[src/cie_pkg.sv]
// package: register map, field layout and types of the interrupt enable and capture block
package cie_pkg;
	// ---------------------------------------------
	// register map (printed offsets are indices)
	// ---------------------------------------------
	localparam int unsigned CIE_IDX_ENABLES = 4;
	localparam int unsigned CIE_IDX_LOSS_POS = 11;
	localparam int unsigned CIE_IDX_FLAGS = 3;
	localparam logic [5:0] CIE_ADR_ENABLES = 6'(CIE_IDX_ENABLES * 4);
	localparam logic [5:0] CIE_ADR_LOSS_POS = 6'(CIE_IDX_LOSS_POS * 4);
	localparam logic [5:0] CIE_ADR_FLAGS = 6'(CIE_IDX_FLAGS * 4);
	localparam logic [7:0] CIE_ENABLES_RST = 8'h00;
	localparam logic [7:0] CIE_FLAGS_RST = 8'h00;
	localparam logic [4:0] CIE_LOSS_POS_RST = 5'h00;
	localparam logic [2:0] CIE_LOSS_RSVD = 3'h0;
	// ---------------------------------------------
	// bit positions in enable and flag registers
	// ---------------------------------------------
	localparam int unsigned CIE_BIT_BUS_FAULT = 7;
	localparam int unsigned CIE_BIT_ARB_LOSS = 6;
	localparam int unsigned CIE_BIT_PASSIVE = 5;
	localparam int unsigned CIE_BIT_WAKE = 4;
	localparam int unsigned CIE_BIT_OVERRUN = 3;
	localparam int unsigned CIE_BIT_WARNING = 2;
	localparam int unsigned CIE_BIT_TX_DONE = 1;
	localparam int unsigned CIE_BIT_RX_PENDING = 0;
	localparam int unsigned CIE_NUM_SRC = 8;
	// loss position codes
	localparam logic [4:0] CIE_POS_ID_LAST_STD = 5'h0a;
	localparam logic [4:0] CIE_POS_SRTR = 5'h0b;
	localparam logic [4:0] CIE_POS_IDE = 5'h0c;
	localparam logic [4:0] CIE_POS_ID_FIRST_EXT = 5'h0d;
	localparam logic [4:0] CIE_POS_RTR_EXT = 5'h1f;

	// events from the protocol engine and status logic, one-cycle strobes except rx_full
	typedef struct packed {
		logic bus_fault;
		logic arb_loss;
		logic passive_change;
		logic wake;
		logic overrun_rise;
		logic warning_change;
		logic tx_released;
		logic rx_full;
	} cie_events_s;

	typedef enum logic [2:0] {
		CIE_BUS_IDLE = 3'b001,
		CIE_BUS_ACK = 3'b010,
		CIE_BUS_GAP = 3'b100
	} cie_bus_e;
endpackage

[src/cie_irq_enable_capture.sv]
// module: interrupt enables, flags and arbitration loss position capture behind classic Wishbone
// Notes on behaviour
// - eight-bit enable register at index 4, read and write
// - bit 7 enables bus error requests
// - bit 6 enables arbitration loss requests
// - bit 5 enables requests on error active/passive change, both ways
// - bit 4 enables wake-up requests on leaving sleep
// - bit 3 enables requests when overrun status becomes set
// - bit 2 enables requests on any error or bus status change
// - bit 1 enables requests on transmit success or buffer released
// - bit 0 enables receive request while receive buffer full
// - receive enable gates receive flag combinationally; clearing drops request one cycle later on the registered line
// - loss position register at index 11 is read only
// - upper three bits of loss position read zero
// - on loss, flag and position capture happen in the same cycle
// - captured position frozen until host reads it once
// - arbitration loss flag cleared by host read of flag register
// - no new arbitration loss flag until position register was read
// - low five bits hold binary frame bit number of loss
// - values 0..10 mean identifier bits 1..11
// - value 11 means SRTR bit, 12 means IDE bit
// - values 13..30 mean identifier bits 12..29, extended only
// - value 31 means RTR bit of extended frame
// - interrupt requested while any flag set; flag read clears all but receive
// - flag bit 6 set on arbitration loss when enabled
//
// Decided for this implementation: register access over Wishbone.
`timescale 1ns/1ps
`default_nettype none
module cie_irq_enable_capture
	import cie_pkg::*;
(
	// clock and reset
	input wire logic clk_i,
	input wire logic rst_i,
	// wishbone slave
	input wire logic wb_cyc_i,
	input wire logic wb_stb_i,
	input wire logic wb_we_i,
	input wire logic [5:0] wb_adr_i,
	input wire logic [3:0] wb_sel_i,
	input wire logic [31:0] wb_dat_i,
	output logic [31:0] wb_dat_o,
	output logic wb_ack_o,
	// protocol engine side
	input wire cie_events_s events_i,
	input wire logic [4:0] frame_bit_pos_i,
	// interrupt line, active low
	output logic irq_n_o
);
	// ---------------------------------------------
	// bus slave
	// ---------------------------------------------
	cie_bus_e bus_q;
	logic [7:0] enables_q;
	logic [7:1] flags_q;
	logic [4:0] loss_pos_q;
	logic capture_armed_q;
	logic [7:0] flags_view;
	logic req_take;
	logic rd_flags;
	logic rd_loss;
	logic rd_enables;
	logic wr_enables;

	function automatic logic hit(input logic [5:0] adr, input logic [5:0] target);
		hit = (adr == target);
	endfunction

	assign req_take = wb_cyc_i && wb_stb_i && (bus_q == CIE_BUS_IDLE);
	assign rd_flags = req_take && !wb_we_i && hit(wb_adr_i, CIE_ADR_FLAGS);
	assign rd_loss = req_take && !wb_we_i && hit(wb_adr_i, CIE_ADR_LOSS_POS);
	assign rd_enables = req_take && !wb_we_i && hit(wb_adr_i, CIE_ADR_ENABLES);
	assign wr_enables = req_take && wb_we_i && wb_sel_i[0] && hit(wb_adr_i, CIE_ADR_ENABLES);
	// receive flag follows buffer state, gated by its enable directly
	assign flags_view = {flags_q, events_i.rx_full && enables_q[CIE_BIT_RX_PENDING]};

	// one-wait-state answer, then a gap so ack drops after a single cycle
	always_ff @(posedge clk_i) begin
		if (rst_i) begin
			bus_q <= CIE_BUS_IDLE;
			wb_ack_o <= 1'b0;
		end else begin
			case (bus_q)
				CIE_BUS_IDLE: begin
					wb_ack_o <= req_take;
					if (req_take) begin
						bus_q <= CIE_BUS_ACK;
					end
				end
				CIE_BUS_ACK: begin
					wb_ack_o <= 1'b0;
					bus_q <= CIE_BUS_GAP;
				end
				CIE_BUS_GAP: begin
					wb_ack_o <= 1'b0;
					bus_q <= CIE_BUS_IDLE;
				end
				default: begin
					wb_ack_o <= 1'b0;
					bus_q <= CIE_BUS_IDLE;
				end
			endcase
		end
	end

	// read data; unmapped addresses read zero
	always_ff @(posedge clk_i) begin
		if (rst_i) begin
			wb_dat_o <= 32'h0000_0000;
		end else if (req_take && !wb_we_i) begin
			if (hit(wb_adr_i, CIE_ADR_ENABLES)) begin
				wb_dat_o <= {24'h00_0000, enables_q};
			end else if (hit(wb_adr_i, CIE_ADR_LOSS_POS)) begin
				wb_dat_o <= {24'h00_0000, CIE_LOSS_RSVD, loss_pos_q};
			end else if (hit(wb_adr_i, CIE_ADR_FLAGS)) begin
				wb_dat_o <= {24'h00_0000, flags_view};
			end else begin
				wb_dat_o <= 32'h0000_0000;
			end
		end else begin
			wb_dat_o <= 32'h0000_0000;
		end
	end

	// ---------------------------------------------
	// enable register
	// ---------------------------------------------
	// only byte lane 0 carries the register; loss position has no write path
	always_ff @(posedge clk_i) begin
		if (rst_i) begin
			enables_q <= CIE_ENABLES_RST;
		end else if (wr_enables) begin
			enables_q <= wb_dat_i[7:0];
		end
	end

	// ---------------------------------------------
	// sticky flags
	// ---------------------------------------------
	logic [7:1] flag_set;
	always_comb begin
		flag_set = '0;
		flag_set[CIE_BIT_BUS_FAULT] = events_i.bus_fault && enables_q[CIE_BIT_BUS_FAULT];
		// held off while a previous capture is still unread
		flag_set[CIE_BIT_ARB_LOSS] = events_i.arb_loss && capture_armed_q &&
			enables_q[CIE_BIT_ARB_LOSS];
		flag_set[CIE_BIT_PASSIVE] = events_i.passive_change && enables_q[CIE_BIT_PASSIVE];
		flag_set[CIE_BIT_WAKE] = events_i.wake && enables_q[CIE_BIT_WAKE];
		flag_set[CIE_BIT_OVERRUN] = events_i.overrun_rise && enables_q[CIE_BIT_OVERRUN];
		flag_set[CIE_BIT_WARNING] = events_i.warning_change && enables_q[CIE_BIT_WARNING];
		flag_set[CIE_BIT_TX_DONE] = events_i.tx_released && enables_q[CIE_BIT_TX_DONE];
	end

	genvar gi;
	generate
		for (gi = 1; gi < CIE_NUM_SRC; gi++) begin : g_flag
			// a set in the read cycle wins over the read-clear
			always_ff @(posedge clk_i) begin
				if (rst_i) begin
					flags_q[gi] <= CIE_FLAGS_RST[gi];
				end else if (flag_set[gi]) begin
					flags_q[gi] <= 1'b1;
				end else if (rd_flags) begin
					flags_q[gi] <= 1'b0;
				end
			end
		end
	endgenerate

	// ---------------------------------------------
	// arbitration loss capture
	// ---------------------------------------------
	// position codes are passed through as the engine counts them
	always_ff @(posedge clk_i) begin
		if (rst_i) begin
			loss_pos_q <= CIE_LOSS_POS_RST;
		end else if (events_i.arb_loss && capture_armed_q) begin
			loss_pos_q <= frame_bit_pos_i;
		end
	end

	// a capture beats a same-cycle read, which still returns the old position
	always_ff @(posedge clk_i) begin
		if (rst_i) begin
			capture_armed_q <= 1'b1;
		end else if (events_i.arb_loss && capture_armed_q) begin
			capture_armed_q <= 1'b0;
		end else if (rd_loss) begin
			capture_armed_q <= 1'b1;
		end
	end

	// ---------------------------------------------
	// interrupt line
	// ---------------------------------------------
	// registered for a clean pin; receive-enable clear shows one cycle later
	always_ff @(posedge clk_i) begin
		if (rst_i) begin
			irq_n_o <= 1'b1;
		end else begin
			irq_n_o <= ~(|flags_view);
		end
	end
endmodule
`default_nettype wire

[config.mk]
export PLATFORM = sky130hd
export DESIGN_NAME = cie_irq_enable_capture
export DESIGN_NICKNAME = d
export VERILOG_FILES = /design/src/cie_pkg.sv /design/src/cie_irq_enable_capture.sv
export SDC_FILE = /design/constraint.sdc
export NUM_CORES = 1
export LEC_CHECK = 0
export BUFFER_PORTS_ARGS = -buffer_cell sky130_fd_sc_hd__buf_2
export CAP_MARGIN = 20
export CORE_MARGIN = 4
export CORE_UTILIZATION = 41
export CTS_CLUSTER_DIAMETER = 30
export DETAILED_ROUTE_END_ITERATION = 16
export GPL_TIMING_DRIVEN = 0
export PLACE_DENSITY_LB_ADDON = 0.08
export REMOVE_ABC_BUFFERS = 1
export SYNTH_ARGS = -nofsm -noshare
export SYNTH_HDL_FRONTEND = slang
export SYNTH_SLANG_ARGS = --single-unit
[constraint.sdc]
create_clock -name clk_i -period 1.9 [get_ports clk_i]
set_input_delay 0.285 -clock clk_i [delete_from_list [all_inputs] [get_ports clk_i]]
set_output_delay 0.285 -clock clk_i [all_outputs]
set_load 0.05 [all_outputs]
==> run_results.csv <==
group,metric,value,unit
status,run_status,"complete, no violations",
sta,hold_violations,0,
setup_path,crit_slowest_cell,"nor4_4",
power_and_ir_drop,power.switching,0.0003924,W
power_and_ir_drop,total_power,0.001432,W
routing,first_pass_iters,4,
synth,yosys.area.top_type,"dfxtp_1",
cts,ctsResizeCount,0,
cts,cts_buffer_depth,2,
routing,viasPerCell,4.768,
power_and_ir_drop,pwr-share-seq,0.511,
die,die-area,4577,µm²
die,die_h,67.65,µm
sta,tightest_slew,0.8135,ns
global_route,grt-ovfl-total,0,
sta,finalSetupViolCount,0,
final_layout,seqCellArea,680.7,µm²
sta,min_period,1.762,ns
power_and_ir_drop,sw_frac_of_total,0.2741,
final_layout,multi_input_area,653.1,µm²
global_route,grt_usage,0.1472,
setup_path,max_stage_delay,0.78,ns
synth,ys_ff_latch,34,
die,die_x,67.65,µm
synth,synth_ff_type,"dfxtp_1",
global_route,grt_pass1_wl,4.836,mm
setup_path,worstPathArrival,1.98,ns
cts,htreeDepth,2,
sta,maxSlewViolCount,0,
synth,syn_inst,160,
synth,ys_async_sr_fraction,0,
cts,cts_made_buffers,5,
routing,routed_wl,3.217,mm
power_and_ir_drop,clkPwrFrac,0.358,
synth,synth_seq_area_share,0.4666,
placement,gp_congestion,0.8189,
routing,dr.first_iter.drc_count,52,
global_route,grt_pass1_vias,1057,
sta,skew,0.005755,ns
routing,drc,0,
synth,synth_warnings,0,
routing,met2_length,1.453,mm
routing,wire_per_inst,12.87,µm
routing,ant_nets,0,
final_layout,nets,263,
global_route,grt_start_max_net_pins,27,
cts,cts_hold_buf,0,
sta,max-slew-margin-rel,0.4536,
final_layout,stdcell_count,250,
global_route,antenna_found_initial,0,
power_and_ir_drop,vdd_drop_max,462.5,µV
cts,clock_latency,0.33,ns
cts,cts_sinks,34,
routing,dr_total_vias,1192,
routing,wl_met1,1.338,mm
setup_path,cp_cell_sequence,"buf_2 -> or3_1 -> nor4_4 -> mux2i_1 -> nor2_1",
cts,cts_tree,"built",
hold_path,hold_class,"in2reg",
placement,placed_cells,241,
synth,synth-edff-count,0,
die,num_rows,21,
sta,rsz0062_at_grt,"false",
power_and_ir_drop,p_per_area,847.5,nW/µm²
setup_path,path_max_fanout,8,
synth,synth_cell_type_count,28,
cts,ctsRootBufferMaster,"clkbuf_4",
cts,post-cts-setup-buffer-count,0,
synth,synth_area_per_cell,9.118,µm²
setup_path,required,2.12,ns
die,pin_count,94,
routing,wl_met3,374,µm
synth,netlist_area,1459,µm²
power_and_ir_drop,p_comb_frac,0.131,
sta,postLayoutSetupSlackWorst,0.1382,ns
synth,yosysTopAreaCellShare,0.4666,
setup_path,path_class,"in2reg",
setup_path,end_kind,"register",
sta,fin_crit_sh,0.9273,
flow_run,maxCapViolCount,0,
sta,maxClockFrequency,567.6,MHz
final_layout,fillers,320,
synth,ys_top_cells_by_count,"dfxtp_1 (34), buf_4 (24), nor2_1 (18)",
final_layout,antenna_cells,0,
setup_path,startpoint_type,"input port",
die,core,3390,µm²
setup_path,reg2reg_slack,0.15,ns
power_and_ir_drop,p_int,0.001039,W
die,initial_core_util,0.4304,
cts,cts.clk_slew.worst_paths,0.10,ns
placement,place_ws,-0.1897,ns
synth,yosys.cell_count.top_type,"dfxtp_1",
power_and_ir_drop,leakagePower,0.7108,nW
placement,dp_hpwl,2.349,mm
final_layout,drive_gt1_frac,0.2598,
final_layout,syn_to_final_growth,15.78,%
routing,routed.top_layer,"met4",
synth,synth_top_cells_by_area,"dfxtp_1 (47%), buf_4 (12%), mux2i_1 (5.5%)",
placement,io_buffers,42,
## metrics by stage
stage                     hold WS, ns  TNS (ns)  area (µm²)  utilization
after global placement         0.4523    -3.478        1609       0.4747
after detailed placement       0.4630    -3.013        1609       0.4747
after global routing           0.1758         0        1689       0.4983
after CTS                      0.1742         0        1684       0.4969
after floorplan                0.3541         0        1341            -
final                          0.1820         0        1689       0.4983
## flip-flops by register name (all words and copies together), names as in the netlist
name / flops
bus_q: 3
capture_armed_q: 1
enables_q: 8
flags_q: 7
irq_n_o: 1
loss_pos_q: 5
wb_ack_o: 1
wb_dat_o: 8
## cells by family after synthesis
group / Yosys count / share of synthesized area
DFF: 34 / 0.4666
other: 1 / 0.002570
muxes: 8 / 0.05489
and+or+nand+nor: 60 / 0.2101
AOI/OAI and AO/OA: 25 / 0.1209
buffers and inverters: 32 / 0.1449
## layer usage
layer  GRT usage  vias to the layer above
met5           0                        -
met2      0.2296                       58
met3     0.05990                        5
met1      0.1780                      534
li1            -                      595
met4     0.06076                        0
## power groups by stage
stage	combinational, W	sequential [W]	clock [W]
floorplan	0.000131	0.000748	0
global placement	0.000185	0.000747	0
detailed placement	0.000186	0.000748	0
CTS	0.000187	0.000731	0.000527
global route	0.000201	0.000733	0.000555
finish	0.000187	0.000731	0.000513
## critical path: cells and delay by family
family	cells	cell delay [ns]
simple gates	3	1.30
buf+inv	1	0.10
mux	1	0.28
## layout by cell type, fill, tap and decap left out, drive strengths merged
cell type  count
o2bb2ai        6
nor4b          2
mux2i          8
conb          24
a221oi         4
buf           42
nor3           9
dfxtp         34
or3            1
nand2b         1
a21o           1
nand3b         2
inv            2
nor4           2
clkbuf         8
nor3b          1
nand2         15
or3b           1
a21oi          8
a31o           1
bufinv         1
nor2          18
a22oi          3
nand4b         2
o21ai          2
or2            1
nand3          5
## worst paths after layout
check                                                 from                         end  depth (start not counted)
worst max-delay path                           wb_adr_i[1]   enables_q[6]$_SDFFE_PP0P_                          5
worst min-delay path                           wb_dat_i[7]   enables_q[7]$_SDFFE_PP0P_                          3
worst max register to register       bus_q[2]$_SDFFE_PP0P_   enables_q[6]$_SDFFE_PP0P_                          4
worst min register to register  loss_pos_q[1]$_SDFFE_PP0P_  loss_pos_q[1]$_SDFFE_PP0P_                          2
## final cells by class
type / count / area share
flip-flops and latches: 34 / 0.4030
multi-input cells: 117 / 0.3867
repair buffers: 43 / 0.1274
well taps: 46 / 0.03407
clock buffers: 7 / 0.02667
clock inverters: 1 / 0.01778
inverters: 2 / 0.004444
Note: power is estimated with default switching activity, not from simulation.
